File: src/rtl/rcf_pkg.sv
package rcf_pkg;

  // ****************************************
  // Flag positions in the reset cause register
  // ****************************************
  localparam int FLAG_W        = 10;
  localparam int BIT_BROWNOUT  = 0;
  localparam int BIT_POWER_ON  = 1;
  localparam int BIT_SLEEP     = 2;
  localparam int BIT_IDLE      = 3;
  localparam int BIT_WATCHDOG  = 4;
  localparam int BIT_SOFTWARE  = 5;
  localparam int BIT_EXT_PIN   = 6;
  localparam int BIT_ILLEGAL   = 7;
  localparam int BIT_TRAP_CONF = 8;
  localparam int BIT_CLK_FAIL  = 9;

  // ****************************************
  // Program counter
  // ****************************************
  localparam int                PC_W        = 24;
  localparam logic [PC_W-1:0]   PC_RESET    = 24'h000000;
  localparam logic [PC_W-1:0]   PC_TRAP     = 24'h000004;
  localparam logic [PC_W-1:0]   PC_STEP     = 24'h000002;

  // ****************************************
  // Register map, 32-bit words
  // ****************************************
  localparam int                ADDR_W       = 4;
  localparam logic [ADDR_W-1:0] OFF_CAUSE    = 4'h0;
  localparam logic [ADDR_W-1:0] OFF_PC       = 4'h4;
  localparam logic [ADDR_W-1:0] OFF_LAST_EVT = 4'h8;
  localparam logic [31:0]       BAD_ADDR_RD  = 32'hDEADBEEF;
  localparam logic [FLAG_W-1:0] FLAGS_RESET  = 10'h003;

  // Event codes, lowest code wins when several arrive together
  typedef enum logic [3:0] {
    RCF_EV_NONE      = 4'h0,
    RCF_EV_POWER_ON  = 4'h1,
    RCF_EV_BROWNOUT  = 4'h2,
    RCF_EV_PIN_RUN   = 4'h3,
    RCF_EV_PIN_SLEEP = 4'h4,
    RCF_EV_PIN_IDLE  = 4'h5,
    RCF_EV_WDT_RESET = 4'h6,
    RCF_EV_TRAP_CONF = 4'h7,
    RCF_EV_ILLEGAL   = 4'h8,
    RCF_EV_SOFTWARE  = 4'h9,
    RCF_EV_CLK_FAIL  = 4'hA,
    RCF_EV_WDT_WAKE  = 4'hB,
    RCF_EV_INT_WAKE  = 4'hC
  } rcf_event_t;

  // Bus slave states, Gray along the path
  typedef enum logic [1:0] {
    RCF_BUS_IDLE = 2'b00,
    RCF_BUS_ACK  = 2'b01
  } rcf_bus_state_t;

endpackage : rcf_pkg

File: src/rtl/rcf_event_if.sv
interface rcf_event_if;
  rcf_pkg::rcf_event_t             evt;
  logic [rcf_pkg::PC_W-1:0]        vector;

  modport src
  (
    output evt,
    output vector
  );
  modport dst
  (
    input  evt,
    input  vector
  );
endinterface : rcf_event_if

File: src/rtl/rcf_event_arb.sv
module rcf_event_arb
(
  input  wire logic                      clock,
  input  wire logic                      nrst,
  input  wire logic                      power_on_evt,
  input  wire logic                      brownout_evt,
  input  wire logic                      master_clear_pin_n,
  input  wire logic                      cpu_in_sleep,
  input  wire logic                      cpu_in_idle,
  input  wire logic                      watchdog_timeout,
  input  wire logic                      software_reset,
  input  wire logic                      int_wake,
  input  wire logic [rcf_pkg::PC_W-1:0]  int_vector,
  input  wire logic                      clock_fail_trap,
  input  wire logic                      trap_conflict,
  input  wire logic                      illegal_op,
  rcf_event_if.src                       ev
);

  // ****************************************
  // Pin synchroniser and edge detect
  // ****************************************
  logic pin_meta_reg;
  logic pin_sync_reg;
  logic pin_prev_reg;
  logic pin_meta_next;
  logic pin_sync_next;
  logic pin_prev_next;
  logic pin_fall;

  always_comb
  begin
    pin_meta_next = ~master_clear_pin_n;
    pin_sync_next = pin_meta_reg;
    pin_prev_next = pin_sync_reg;
  end

  always_ff @(posedge clock or negedge nrst)
  begin
    if (!nrst)
    begin
      pin_meta_reg <= 1'b0;
      pin_sync_reg <= 1'b0;
      pin_prev_reg <= 1'b0;
    end
    else
    begin
      pin_meta_reg <= pin_meta_next;
      pin_sync_reg <= pin_sync_next;
      pin_prev_reg <= pin_prev_next;
    end
  end

  // One event per assertion of the pin
  assign pin_fall = pin_sync_reg & ~pin_prev_reg;

  // ****************************************
  // Priority select, resets ahead of wake-ups
  // ****************************************
  always_comb
  begin
    ev.vector = int_vector;
    if (power_on_evt)
      ev.evt = rcf_pkg::RCF_EV_POWER_ON;
    else if (brownout_evt)
      ev.evt = rcf_pkg::RCF_EV_BROWNOUT;
    else if (pin_fall && cpu_in_sleep)
      ev.evt = rcf_pkg::RCF_EV_PIN_SLEEP;
    else if (pin_fall && cpu_in_idle)
      ev.evt = rcf_pkg::RCF_EV_PIN_IDLE;
    else if (pin_fall)
      ev.evt = rcf_pkg::RCF_EV_PIN_RUN;
    else if (watchdog_timeout && !cpu_in_sleep)
      ev.evt = rcf_pkg::RCF_EV_WDT_RESET;
    else if (trap_conflict)
      ev.evt = rcf_pkg::RCF_EV_TRAP_CONF;
    else if (illegal_op)
      ev.evt = rcf_pkg::RCF_EV_ILLEGAL;
    else if (software_reset)
      ev.evt = rcf_pkg::RCF_EV_SOFTWARE;
    else if (clock_fail_trap)
      ev.evt = rcf_pkg::RCF_EV_CLK_FAIL;
    else if (watchdog_timeout)
      ev.evt = rcf_pkg::RCF_EV_WDT_WAKE;
    else if (int_wake && cpu_in_sleep)
      ev.evt = rcf_pkg::RCF_EV_INT_WAKE;
    else
      ev.evt = rcf_pkg::RCF_EV_NONE;
  end

endmodule : rcf_event_arb

File: src/rtl/rcf_bus_slave.sv
module rcf_bus_slave
(
  input  wire logic                          clock,
  input  wire logic                          nrst,
  input  wire logic                          avs_read,
  input  wire logic                          avs_write,
  output logic                               waitrequest,
  output logic                               accept
);

  // ****************************************
  // One wait state per access
  // ****************************************
  rcf_pkg::rcf_bus_state_t state_reg;
  rcf_pkg::rcf_bus_state_t state_next;

  always_comb
  begin
    state_next = state_reg;
    unique case (state_reg)
      rcf_pkg::RCF_BUS_IDLE:
        if (avs_read || avs_write)
          state_next = rcf_pkg::RCF_BUS_ACK;
      rcf_pkg::RCF_BUS_ACK:
        state_next = rcf_pkg::RCF_BUS_IDLE;
    endcase
  end

  always_ff @(posedge clock or negedge nrst)
  begin
    if (!nrst)
      state_reg <= rcf_pkg::RCF_BUS_IDLE;
    else
      state_reg <= state_next;
  end

  // Waitrequest for the next cycle, the parent registers it so the pin comes from a flop
  assign accept      = (state_reg == rcf_pkg::RCF_BUS_ACK) && (avs_read || avs_write);
  assign waitrequest = (state_next != rcf_pkg::RCF_BUS_ACK);

endmodule : rcf_bus_slave

File: src/rtl/rcf_reset_cause.sv
// Summary of operation
// - Software reads and writes every reset cause flag over the bus.
// - Power-on: PC zero, set power-on and brownout, clear all others.
// - Brown-out: PC zero, set brownout, clear power-on, keep others.
// - Pin reset running: PC zero, set pin, clear software/watchdog/idle/sleep.
// - Software reset: PC zero, set software, clear pin/watchdog/idle/sleep.
// - Pin reset in sleep: PC zero, set pin and sleep, clear watchdog/idle.
// - Pin reset in idle: PC zero, set pin and idle, clear watchdog/sleep.
// - Watchdog reset: PC zero, set watchdog, clear pin/software/idle/sleep.
// - Watchdog wake: PC plus two, set watchdog and sleep, keep others.
// - Interrupt wake: PC to vector, set sleep, keep others.
// - Clock failure trap: PC to trap location, flags unchanged.
// - Trap conflict: PC zero, set trap conflict flag, keep others.
// - Illegal operation: PC zero, set illegal flag, keep others.
//
// Implementation choices: the Avalon-MM slave port and the register addresses.
module rcf_reset_cause
(
  input  wire logic                          clock,
  input  wire logic                          nrst,
  input  wire logic                          power_on_evt,
  input  wire logic                          brownout_evt,
  input  wire logic                          master_clear_pin_n,
  input  wire logic                          cpu_in_sleep,
  input  wire logic                          cpu_in_idle,
  input  wire logic                          watchdog_timeout,
  input  wire logic                          software_reset,
  input  wire logic                          int_wake,
  input  wire logic [rcf_pkg::PC_W-1:0]      int_vector,
  input  wire logic                          clock_fail_trap,
  input  wire logic                          trap_conflict,
  input  wire logic                          illegal_op,
  input  wire logic [rcf_pkg::PC_W-1:0]      current_pc,
  output logic                               pc_load,
  output logic [rcf_pkg::PC_W-1:0]           pc_value,
  output logic                               core_reset,
  input  wire logic [rcf_pkg::ADDR_W-1:0]    avs_address,
  input  wire logic                          avs_read,
  input  wire logic                          avs_write,
  input  wire logic [31:0]                   avs_writedata,
  input  wire logic [3:0]                    avs_byteenable,
  output logic [31:0]                        avs_readdata,
  output logic                               avs_waitrequest
);

  // ****************************************
  // Event arbitration and bus handshake
  // ****************************************
  rcf_event_if ev ();
  logic accept;
  logic wait_comb;

  rcf_event_arb u_arb
  (
    .clock              (clock),
    .nrst               (nrst),
    .power_on_evt       (power_on_evt),
    .brownout_evt       (brownout_evt),
    .master_clear_pin_n (master_clear_pin_n),
    .cpu_in_sleep       (cpu_in_sleep),
    .cpu_in_idle        (cpu_in_idle),
    .watchdog_timeout   (watchdog_timeout),
    .software_reset     (software_reset),
    .int_wake           (int_wake),
    .int_vector         (int_vector),
    .clock_fail_trap    (clock_fail_trap),
    .trap_conflict      (trap_conflict),
    .illegal_op         (illegal_op),
    .ev                 (ev)
  );

  rcf_bus_slave u_bus
  (
    .clock       (clock),
    .nrst        (nrst),
    .avs_read    (avs_read),
    .avs_write   (avs_write),
    .waitrequest (wait_comb),
    .accept      (accept)
  );

  // ****************************************
  // State
  // ****************************************
  logic [rcf_pkg::FLAG_W-1:0] flags_reg;
  logic [rcf_pkg::FLAG_W-1:0] flags_next;
  logic                       pc_load_reg;
  logic                       pc_load_next;
  logic [rcf_pkg::PC_W-1:0]   pc_value_reg;
  logic [rcf_pkg::PC_W-1:0]   pc_value_next;
  logic                       core_reset_reg;
  logic                       core_reset_next;
  logic [3:0]                 last_evt_reg;
  logic [3:0]                 last_evt_next;
  logic [31:0]                rdata_reg;
  logic [31:0]                rdata_next;
  logic                       wait_reg;
  logic                       wait_next;

  function automatic logic [rcf_pkg::FLAG_W-1:0] upd
  (
    input logic [rcf_pkg::FLAG_W-1:0] f,
    input logic [rcf_pkg::FLAG_W-1:0] set_m,
    input logic [rcf_pkg::FLAG_W-1:0] clr_m
  );
    upd = (f & ~clr_m) | set_m;
  endfunction : upd

  function automatic logic [rcf_pkg::FLAG_W-1:0] bm(input int b);
    bm = rcf_pkg::FLAG_W'(1) << b;
  endfunction : bm

  // ****************************************
  // Next state: software write first, then event
  // ****************************************
  always_comb
  begin
    logic [rcf_pkg::FLAG_W-1:0] base;
    logic [rcf_pkg::FLAG_W-1:0] sw_clr;
    base = flags_reg;
    sw_clr = bm(rcf_pkg::BIT_WATCHDOG) | bm(rcf_pkg::BIT_IDLE) | bm(rcf_pkg::BIT_SLEEP);
    // Event applies over a same-cycle write so it is never lost
    if (accept && avs_write && avs_address == rcf_pkg::OFF_CAUSE && avs_byteenable[0])
      base[7:0] = avs_writedata[7:0];
    if (accept && avs_write && avs_address == rcf_pkg::OFF_CAUSE && avs_byteenable[1])
      base[rcf_pkg::FLAG_W-1:8] = avs_writedata[rcf_pkg::FLAG_W-1:8];
    flags_next      = base;
    pc_load_next    = 1'b1;
    pc_value_next   = rcf_pkg::PC_RESET;
    core_reset_next = 1'b1;
    last_evt_next   = ev.evt;
    unique case (ev.evt)
      rcf_pkg::RCF_EV_POWER_ON:
        flags_next = bm(rcf_pkg::BIT_POWER_ON) | bm(rcf_pkg::BIT_BROWNOUT);
      rcf_pkg::RCF_EV_BROWNOUT:
        flags_next = upd(base, bm(rcf_pkg::BIT_BROWNOUT), bm(rcf_pkg::BIT_POWER_ON));
      rcf_pkg::RCF_EV_PIN_RUN:
        flags_next = upd(base, bm(rcf_pkg::BIT_EXT_PIN), sw_clr | bm(rcf_pkg::BIT_SOFTWARE));
      rcf_pkg::RCF_EV_SOFTWARE:
        flags_next = upd(base, bm(rcf_pkg::BIT_SOFTWARE), sw_clr | bm(rcf_pkg::BIT_EXT_PIN));
      rcf_pkg::RCF_EV_PIN_SLEEP:
        flags_next = upd(base, bm(rcf_pkg::BIT_EXT_PIN) | bm(rcf_pkg::BIT_SLEEP),
                         bm(rcf_pkg::BIT_WATCHDOG) | bm(rcf_pkg::BIT_IDLE));
      rcf_pkg::RCF_EV_PIN_IDLE:
        flags_next = upd(base, bm(rcf_pkg::BIT_EXT_PIN) | bm(rcf_pkg::BIT_IDLE),
                         bm(rcf_pkg::BIT_WATCHDOG) | bm(rcf_pkg::BIT_SLEEP));
      rcf_pkg::RCF_EV_WDT_RESET:
        flags_next = upd(base, bm(rcf_pkg::BIT_WATCHDOG), bm(rcf_pkg::BIT_EXT_PIN)
                         | bm(rcf_pkg::BIT_SOFTWARE) | bm(rcf_pkg::BIT_IDLE) | bm(rcf_pkg::BIT_SLEEP));
      rcf_pkg::RCF_EV_WDT_WAKE:
      begin
        flags_next      = upd(base, bm(rcf_pkg::BIT_WATCHDOG) | bm(rcf_pkg::BIT_SLEEP), '0);
        pc_value_next   = current_pc + rcf_pkg::PC_STEP;
        core_reset_next = 1'b0;
      end
      rcf_pkg::RCF_EV_INT_WAKE:
      begin
        flags_next      = upd(base, bm(rcf_pkg::BIT_SLEEP), '0);
        pc_value_next   = ev.vector;
        core_reset_next = 1'b0;
      end
      rcf_pkg::RCF_EV_CLK_FAIL:
      begin
        pc_value_next   = rcf_pkg::PC_TRAP;
        core_reset_next = 1'b0;
      end
      rcf_pkg::RCF_EV_TRAP_CONF:
        flags_next = upd(base, bm(rcf_pkg::BIT_TRAP_CONF), '0);
      rcf_pkg::RCF_EV_ILLEGAL:
        flags_next = upd(base, bm(rcf_pkg::BIT_ILLEGAL), '0);
      rcf_pkg::RCF_EV_NONE:
      begin
        pc_value_next   = pc_value_reg;
        pc_load_next    = 1'b0;
        core_reset_next = 1'b0;
        last_evt_next   = last_evt_reg;
      end
      default:
      begin
        pc_value_next   = pc_value_reg;
        pc_load_next    = 1'b0;
        core_reset_next = 1'b0;
        last_evt_next   = last_evt_reg;
      end
    endcase
    // Clock failure keeps every flag as it stands, no event sets BIT_CLK_FAIL, only a bus write can
    if (ev.evt == rcf_pkg::RCF_EV_CLK_FAIL)
      flags_next = base;
  end

  // ****************************************
  // Bus read path
  // ****************************************
  always_comb
  begin
    wait_next  = wait_comb;
    rdata_next = rdata_reg;
    // Loaded one cycle early so data stands at the handshake edge
    if (!wait_comb && avs_read)
    begin
      unique case (avs_address)
        rcf_pkg::OFF_CAUSE:    rdata_next = {{(32-rcf_pkg::FLAG_W){1'b0}}, flags_reg};
        rcf_pkg::OFF_PC:       rdata_next = {{(32-rcf_pkg::PC_W){1'b0}}, pc_value_reg};
        rcf_pkg::OFF_LAST_EVT: rdata_next = {28'h0000000, last_evt_reg};
        default:               rdata_next = rcf_pkg::BAD_ADDR_RD;
      endcase
    end
  end

  // ****************************************
  // Registers
  // ****************************************
  always_ff @(posedge clock or negedge nrst)
  begin
    if (!nrst)
    begin
      flags_reg      <= rcf_pkg::FLAGS_RESET;
      pc_load_reg    <= 1'b0;
      pc_value_reg   <= rcf_pkg::PC_RESET;
      core_reset_reg <= 1'b0;
      last_evt_reg   <= 4'h0;
      rdata_reg      <= 32'h00000000;
      wait_reg       <= 1'b1;
    end
    else
    begin
      flags_reg      <= flags_next;
      pc_load_reg    <= pc_load_next;
      pc_value_reg   <= pc_value_next;
      core_reset_reg <= core_reset_next;
      last_evt_reg   <= last_evt_next;
      rdata_reg      <= rdata_next;
      wait_reg       <= wait_next;
    end
  end

  assign pc_load         = pc_load_reg;
  assign pc_value        = pc_value_reg;
  assign core_reset      = core_reset_reg;
  assign avs_readdata    = rdata_reg;
  // Flop-driven handshake, low for exactly the answering cycle
  assign avs_waitrequest = wait_reg;

  // ****************************************
  // Checks
  // ****************************************
  a_por_flags: assert property (@(posedge clock) disable iff (!nrst)
    ev.evt == rcf_pkg::RCF_EV_POWER_ON |=> flags_reg == 10'h003 && pc_value_reg == 24'h000000)
    else $error("power-on flags wrong");
  a_bor_flags: assert property (@(posedge clock) disable iff (!nrst)
    ev.evt == rcf_pkg::RCF_EV_BROWNOUT |=> flags_reg[0] && !flags_reg[1])
    else $error("brownout flags wrong");
  a_pin_run: assert property (@(posedge clock) disable iff (!nrst)
    ev.evt == rcf_pkg::RCF_EV_PIN_RUN |=> flags_reg[6] && flags_reg[5:2] == 4'h0)
    else $error("pin reset flags wrong");
  a_soft_rst: assert property (@(posedge clock) disable iff (!nrst)
    ev.evt == rcf_pkg::RCF_EV_SOFTWARE |=> flags_reg[5] && !flags_reg[6] && flags_reg[4:2] == 3'h0)
    else $error("software reset flags wrong");
  a_pin_sleep: assert property (@(posedge clock) disable iff (!nrst)
    ev.evt == rcf_pkg::RCF_EV_PIN_SLEEP |=> flags_reg[6] && flags_reg[2] && !flags_reg[3] && !flags_reg[4])
    else $error("pin sleep flags wrong");
  a_pin_idle: assert property (@(posedge clock) disable iff (!nrst)
    ev.evt == rcf_pkg::RCF_EV_PIN_IDLE |=> flags_reg[6] && flags_reg[3] && !flags_reg[2] && !flags_reg[4])
    else $error("pin idle flags wrong");
  a_wdt_rst: assert property (@(posedge clock) disable iff (!nrst)
    ev.evt == rcf_pkg::RCF_EV_WDT_RESET |=> flags_reg[4] && flags_reg[6:5] == 2'h0 && core_reset_reg)
    else $error("watchdog reset flags wrong");
  a_wdt_wake: assert property (@(posedge clock) disable iff (!nrst)
    ev.evt == rcf_pkg::RCF_EV_WDT_WAKE |=> pc_value_reg == $past(current_pc) + 24'h000002 && !core_reset_reg)
    else $error("watchdog wake pc wrong");
  a_int_wake: assert property (@(posedge clock) disable iff (!nrst)
    ev.evt == rcf_pkg::RCF_EV_INT_WAKE |=> pc_value_reg == $past(int_vector) && flags_reg[2])
    else $error("interrupt wake wrong");
  a_clk_fail: assert property (@(posedge clock) disable iff (!nrst)
    ev.evt == rcf_pkg::RCF_EV_CLK_FAIL && !avs_write |=> pc_value_reg == 24'h000004 && $stable(flags_reg))
    else $error("clock failure trap wrong");
  a_trap_conf: assert property (@(posedge clock) disable iff (!nrst)
    ev.evt == rcf_pkg::RCF_EV_TRAP_CONF |=> flags_reg[8] && pc_value_reg == 24'h000000)
    else $error("trap conflict wrong");
  a_illegal_op: assert property (@(posedge clock) disable iff (!nrst)
    ev.evt == rcf_pkg::RCF_EV_ILLEGAL |=> flags_reg[7] && pc_value_reg == 24'h000000)
    else $error("illegal op wrong");
  a_flags_hold: assert property (@(posedge clock) disable iff (!nrst)
    ev.evt == rcf_pkg::RCF_EV_NONE && !(accept && avs_write) |=> $stable(flags_reg))
    else $error("flags changed without cause");
  a_sw_write: assert property (@(posedge clock) disable iff (!nrst)
    accept && avs_write && avs_address == 4'h0 && avs_byteenable == 4'hF && ev.evt == rcf_pkg::RCF_EV_NONE
    |=> flags_reg == $past(avs_writedata[9:0]))
    else $error("software write lost");

  c_por:      cover property (@(posedge clock) ev.evt == rcf_pkg::RCF_EV_POWER_ON);
  c_wdt_wake: cover property (@(posedge clock) ev.evt == rcf_pkg::RCF_EV_WDT_WAKE);
  c_pin_slp:  cover property (@(posedge clock) ev.evt == rcf_pkg::RCF_EV_PIN_SLEEP);
  c_wr_evt:   cover property (@(posedge clock) accept && avs_write && ev.evt != rcf_pkg::RCF_EV_NONE);

endmodule : rcf_reset_cause

File: config.mk
export PLATFORM = sky130hd
export DESIGN_NAME = rcf_reset_cause
export DESIGN_NICKNAME = d
export VERILOG_FILES = /design/src/rtl/rcf_pkg.sv /design/src/rtl/rcf_event_if.sv /design/src/rtl/rcf_event_arb.sv /design/src/rtl/rcf_bus_slave.sv /design/src/rtl/rcf_reset_cause.sv
export SDC_FILE = /design/constraint.sdc
export NUM_CORES = 1
export LEC_CHECK = 0
export BUFFER_PORTS_ARGS = -buffer_cell sky130_fd_sc_hd__buf_2
export CAP_MARGIN = 10
export CORE_MARGIN = 1.5
export CORE_UTILIZATION = 49
export CTS_CLUSTER_SIZE = 12
export DETAILED_ROUTE_END_ITERATION = 10
export HOLD_SLACK_MARGIN = 0.05
export PLACE_DENSITY = 0.87
export SYNTH_ARGS = -nofsm -noshare
export SYNTH_HDL_FRONTEND = slang
export SYNTH_SLANG_ARGS = --single-unit
File: constraint.sdc
create_clock -name clock -period 3.3 [get_ports clock]
set_input_delay 0.33 -clock clock [delete_from_list [all_inputs] [get_ports clock]]
set_output_delay 0.33 -clock clock [all_outputs]
set_load 0.02 [all_outputs]
==> reports/qor.csv, run 1 <==
metric,value,unit
power per cell area,504,nW/um^2
clk buf depth,2,
number of DRC markers in iteration 0,191,
Post-CTS Setup Inserts,0,
required time of the critical path,3530,ps
Max Cap Viol,0,
Lkg Pwr,2.49,nW
Fmax,384,MHz
startpoint types,flop,
clock slew at reported path FFs,80,ps
CTS tree,done,
final setup fails,0,
RSZ-0062 raised after global routing,no,
Placed Instances,647,
"reg-to-reg slack, setup",690,ps
Comb power frac,30.4,%
CTS sink count,71,
Seq pwr share,43.6,%
origin of the critical flop-to-flop path,u_arb.pin_prev_reg,
"Warnings, synthesis",0,
nets,660,
final WL,10.9,mm
final hold violations,0,
hold_ws,64.9,ps
most frequent cells in the layout,"buf_2 (135), dfrtp_1 (68), nand2_1 (63)",
R2R cell count,7,
routed via count,3746,
Num CTS Buffers,9,
largest net degree at the start of global routing,38,
initial antenna violation count,0,
syn avg cell area,9.45,um^2
element type at the critical path end,flop,
Psw,896,uW
Initial Util,51.7,%
Clock power frac,26.0,%
number of synthesized flops with an enable pin,0,
Pre-Repair DR Iteration Count,5,
Post-Layout Cell Count,663,
Slowest Stage Delay on Critical Path,570,ps
Root Buffer,clkbuf_8,
core outline area,7850,um^2
drt drc,0,
crit-path cells,nand2b_1 > nand2_2 > o32ai_2 > nor2_1 > and3b_4 > inv_4 > mux2_4,
worst hold-check path type,input pin to asynchronous set/reset pin,
Sw Share,35.8,%
Routed WL per cell,16.5,um
Routability Congestion,0.902,
setup TNS,0,ps
Area Overhead vs Synth,22.5,%
synthesis-stage register bit count,71,
clk_lat worst skew,340,ps
Ports,162,
Hold Buf Count CTS,0,
worst-case clock skew,11.4,ps
site row count,32,
dominant synthesized flop cell,dfrtp_1,
crit path to,pc_value[14],
"commonest non-fill, non-tap cell in the layout",buf_2,
Critical R2R Capture,pc_value[14],
Worst Setup Path Type,flop to flop,
CP Launch Point,u_arb.pin_prev_reg,
first-pass GRT wire length,16.9,mm
max reg flops,25,
H-tree depth,3,
vias per cell,5.65,
share of flip-flops with an asynchronous set or reset,100,%
P_int,1.61,mW
PostCTS Resize Cnt,0,
vias in the first global route,3532,
die width,94.0,um
Slew Limit Headroom,39.7,%
critical path's slowest cell,o32ai_2,
die area,8830,um^2
sequential share of the synthesized area,43.9,%
n_diodes,0,
Post-Synthesis Cells,429,
gr usage total,25.2,%
fin crit period,2610,ps
GRT Residual Overflow,0,
Crit path arrival time,2830,ps
final period utilization,79.0,%
crit path max fanout,24,
Slew @ Worst Pin,902,ps
Worst VDD drop,218,uV
post-DP HPWL,8.54,mm
Port Buffers,135,
Power Total,2.51,mW
ANT nets after route,0,
share of cells above drive strength 1,34.4,%
"Slew Viols, Final",0,
status,completed,
synthesized cell area,4050,um^2
"Distinct cells, synth",59,
Die H,94.0,um
==> cells in the mapped netlist (all sizes together) (3+ instances only) <==
cell | n | area, um^2
o21a | 6 | 45.0
and3 | 9 | 56.3
mux2i | 11 | 110
clkbuf | 15 | 56.3
nand3 | 15 | 75.1
buf | 12 | 96.3
nor4 | 4 | 25.0
nand4 | 8 | 50.1
nand2 | 64 | 243
inv | 7 | 28.8
a21o | 3 | 22.5
dfstp | 3 | 78.8
mux2 | 21 | 278
xor2 | 14 | 123
o211ai | 3 | 22.5
a2111oi | 4 | 35.0
o21ai | 40 | 200
and2 | 4 | 25.0
nor3 | 3 | 15.0
a2bb2oi | 9 | 78.8
xnor2 | 7 | 61.3
a21oi | 19 | 95.1
a221oi | 3 | 26.3
nand2b | 5 | 31.3
o22ai | 6 | 37.5
dfrtp | 68 | 1700
nor2b | 3 | 26.3
nor2 | 34 | 128
==> kinds of logic (layout without fill, tap and decap cells) <==
kind of cell | Yosys count | count (layout) | share of synthesized area, %
AND/OR/NAND/NOR | 159 | 159 | 18.9
adder cells (fa/ha/maj) | 1 | 1 | 0.309
buffers and inverters | 34 | 165 | 4.48
XOR/XNOR | 21 | 21 | 4.54
AO/OA/AOI/OAI | 110 | 110 | 18.1
flip-flops | 71 | 71 | 43.9
multiplexers | 32 | 32 | 9.57
other | 1 | 2 | 0.0925
==> cell type report <==
class                   count  area [um^2]
clock buffers              12          165
clock inverters             4         28.8
flip-flops and latches     71         1780
repair buffers            142          741
fillers                   661         2880
multi-input cells         325         2100
inverters                   7         28.8
well taps                 102          128
==> stage by stage <==
| stage | setup WS [ps] | util, % | instance area [um^2] |
|---|---|---|---|
| global route | 520 | 63.3 | 4970 |
| finish | 693 | 63.3 | 4970 |
| floorplan | 1020 | - | 4060 |
| global placement | 673 | 60.8 | 4770 |
| CTS | 735 | 63.3 | 4970 |
| detailed placement | 600 | 60.8 | 4770 |
==> power by group through the flow <==
stage	registers [mW]	logic (mW)	clock network [mW]
6_report	1.09	0.762	0.652
5_1_grt	1.11	0.834	0.697
4_1_cts	1.09	0.765	0.659
3_5_place_dp	1.11	0.762	0
3_3_place_gp	1.10	0.741	0
2_1_floorplan	1.26	0.356	0
==> critical path: cells and delay by family, from the launching register on <==
family | cells | cell delay [ps]
buf+inv | 1 | 140
simple gates | 4 | 1080
compound gates | 1 | 570
flops | 1 | 360
mux | 1 | 330
==> worst min path at each step <==
stage | slack [ps] | depth (start not counted) | startpoint | to
floorplan | 30 | 0 | nrst | avs_readdata[0]
global placement | 340 | 0 | u_arb.pin_meta_reg | u_arb.pin_prev_next
detailed placement | 340 | 0 | u_arb.pin_meta_reg | u_arb.pin_prev_next
CTS | 100 | 1 | nrst | avs_readdata[23]
global route | 130 | 1 | nrst | avs_readdata[23]
finish | 60 | 1 | nrst | avs_readdata[23]
==> per-layer routing <==
| layer | GRT usage, % | up-vias | part of all wire [%] | wire [um] |
|---|---|---|---|---|
| li1 | - | 1787 | - | - |
| met1 | 33.5 | 1778 | 44 | 4840 |
| met2 | 40.7 | 149 | 47 | 5130 |
| met3 | 3.56 | 32 | 5.6 | 607 |
| met4 | 11.7 | 0 | 3.2 | 345 |
| met5 | 0 | - | 0 | 0 |
Note: power is estimated with default switching activity, not from simulation.
==> run 2: changes to the inputs <==
- clock period: 3.3 -> 2.5 ns (I/O delays scaled with it)
==> run 2 against run 1 <==
Via count up 2.7%. Sequential cell count stayed put. Maximum frequency increased by 8.8%. Clock power is 42% higher. Critical path type unchanged.
==> reports/qor.csv, run 2 (synthesis gave the netlist of run 1 again) <==
metric,value,unit,change
status,completed,,unchanged
Comb power frac,30.0,%,was 30.4%
final period utilization,95.9,%,was 79.0%
worst-case clock skew,7.22,ps,was 11.4 ps
Worst Setup Path Type,flop to flop,,unchanged
Fmax,417,MHz,was 384 MHz
Crit path arrival time,2630,ps,was 2830 ps
Critical R2R Capture,pc_value[23],,was pc_value[14]
critical path's slowest cell,or4b_4,,was o32ai_2
Ports,162,,unchanged
Routability Congestion,0.968,,was 0.902
post-DP HPWL,8.69,mm,was 8.54 mm
Post-Layout Cell Count,673,,was 663
Lkg Pwr,2.54,nW,was 2.49 nW
routed via count,3847,,was 3746
element type at the critical path end,flop,,unchanged
Slowest Stage Delay on Critical Path,520,ps,was 570 ps
RSZ-0062 raised after global routing,no,,unchanged
Area Overhead vs Synth,24.2,%,was 22.5%
Max Cap Viol,0,,unchanged
die width,94.0,um,unchanged
P_int,2.18,mW,was 1.61 mW
Sw Share,35.7,%,was 35.8%
"reg-to-reg slack, setup",100,ps,was 690 ps
ANT nets after route,0,,unchanged
initial antenna violation count,0,,unchanged
setup TNS,0,ps,unchanged
power per cell area,674,nW/um^2,was 504 nW/um^2
Port Buffers,135,,unchanged
CTS tree,done,,unchanged
Num CTS Buffers,9,,unchanged
final WL,11.3,mm,was 10.9 mm
final hold violations,0,,unchanged
Slew @ Worst Pin,871,ps,was 902 ps
required time of the critical path,2730,ps,was 3530 ps
H-tree depth,3,,unchanged
startpoint types,flop,,unchanged
R2R cell count,7,,unchanged
Root Buffer,clkbuf_8,,unchanged
max reg flops,25,,unchanged
fin crit period,2400,ps,was 2610 ps
core outline area,7850,um^2,unchanged
clock slew at reported path FFs,80,ps,about the same
Die H,94.0,um,unchanged
drt drc,0,,unchanged
largest net degree at the start of global routing,72,,was 38
nets,670,,was 660
crit path max fanout,24,,unchanged
site row count,32,,unchanged
CTS sink count,71,,unchanged
gr usage total,26.6,%,was 25.2%
Post-CTS Setup Inserts,0,,unchanged
Routed WL per cell,16.8,um,was 16.5 um
Seq pwr share,42.8,%,was 43.6%
Pre-Repair DR Iteration Count,5,,unchanged
share of cells above drive strength 1,35.2,%,was 34.4%
most frequent cells in the layout,"buf_2 (135), dfrtp_1 (68), nand2_1 (63)",,unchanged
worst hold-check path type,input pin to asynchronous set/reset pin,,unchanged
Psw,1.21,mW,was 896 uW
"commonest non-fill, non-tap cell in the layout",buf_2,,unchanged
vias per cell,5.72,,was 5.65
number of DRC markers in iteration 0,231,,was 191
die area,8830,um^2,unchanged
final setup fails,0,,unchanged
Slew Limit Headroom,42.0,%,was 39.7%
n_diodes,0,,unchanged
vias in the first global route,3618,,was 3532
GRT Residual Overflow,0,,unchanged
Initial Util,51.7,%,unchanged
clk_lat worst skew,350,ps,was 340 ps
Clock power frac,27.2,%,was 26.0%
origin of the critical flop-to-flop path,u_arb.pin_prev_reg,,unchanged
first-pass GRT wire length,17.8,mm,was 16.9 mm
crit-path cells,or4b_4 > nor2b_4 > o211a_1 > o2111ai_4 > and3b_4 > inv_4 > mux2_4,,was nand2b_1 > nand2_2 > o32ai_2 > nor2_1 > and3b_4 > inv_4 > mux2_4
Worst VDD drop,294,uV,was 218 uV
"Slew Viols, Final",0,,unchanged
clk buf depth,2,,unchanged
Placed Instances,656,,was 647
[run 2: worst max-delay path by stage]
stage	slack, ps	from	end
after floorplan	230	u_arb.pin_prev_reg	pc_value[11]
after global placement	130	cpu_in_sleep	pc_value[19]
after detailed placement	90	cpu_in_sleep	pc_value[23]
after CTS	130	u_arb.pin_prev_reg	pc_value[23]
after global routing	20	u_arb.pin_prev_reg	pc_value[0]
final	100	u_arb.pin_prev_reg	pc_value[23]
[run 2: per-layer routing]
metal / vias up / global-route usage, % / share of wire [%]
met3: 39 / 3.07 / 5.9
met5: - / 0 / 0
met1: 1813 / 35.3 / 43
met2: 183 / 43.8 / 48
li1: 1812 / - / -
met4: 0 / 11.9 / 3.8
[run 2: through the flow]
step                area [um^2]  hold WS (ps)  utilization, %  setup slack [ps]  power [mW]
global route               5040           114            64.2              22.5        3.58
finish                     5040          93.1            64.2               103        3.39
CTS                        5040           108            64.2               131        3.41
floorplan                  4060         -45.6               -               226        2.13
detailed placement         4830           339            61.5              94.2        2.49
global placement           4830           336            61.5               127        2.45
[run 2: cell type report]
| cell class | count | area (um^2) |
|---|---|---|
| tap | 102 | 128 |
| fill | 649 | 2810 |
| clock inverter | 5 | 56.3 |
| multi-input combinational | 325 | 2100 |
| sequential | 71 | 1780 |
| inverter | 7 | 28.8 |
| timing repair buffer | 152 | 806 |
| clock buffer | 11 | 141 |
[run 2: worst max-delay path, delay by kind of cell, from the launching register on]
kind,cells,cell delay [ps]
AOI/OAI and AO/OA,2,470
muxes,1,330
and+or+nand+nor,3,940
DFF,1,390
buffers and inverters,1,140
[run 2: power by group through the flow]
stage | logic (mW) | registers, mW | clock network, mW
2_1_floorplan | 0.470 | 1.66 | 0
3_3_place_gp | 0.993 | 1.46 | 0
3_5_place_dp | 1.02 | 1.47 | 0
4_1_cts | 1.02 | 1.45 | 0.931
5_1_grt | 1.11 | 1.47 | 0.988
6_report | 1.02 | 1.45 | 0.924
[run 2: what timing repair did]
item	in CTS	in global routing
endpoints found under the hold margin	1	0
hold buffers	1	0
resized for setup	0	0
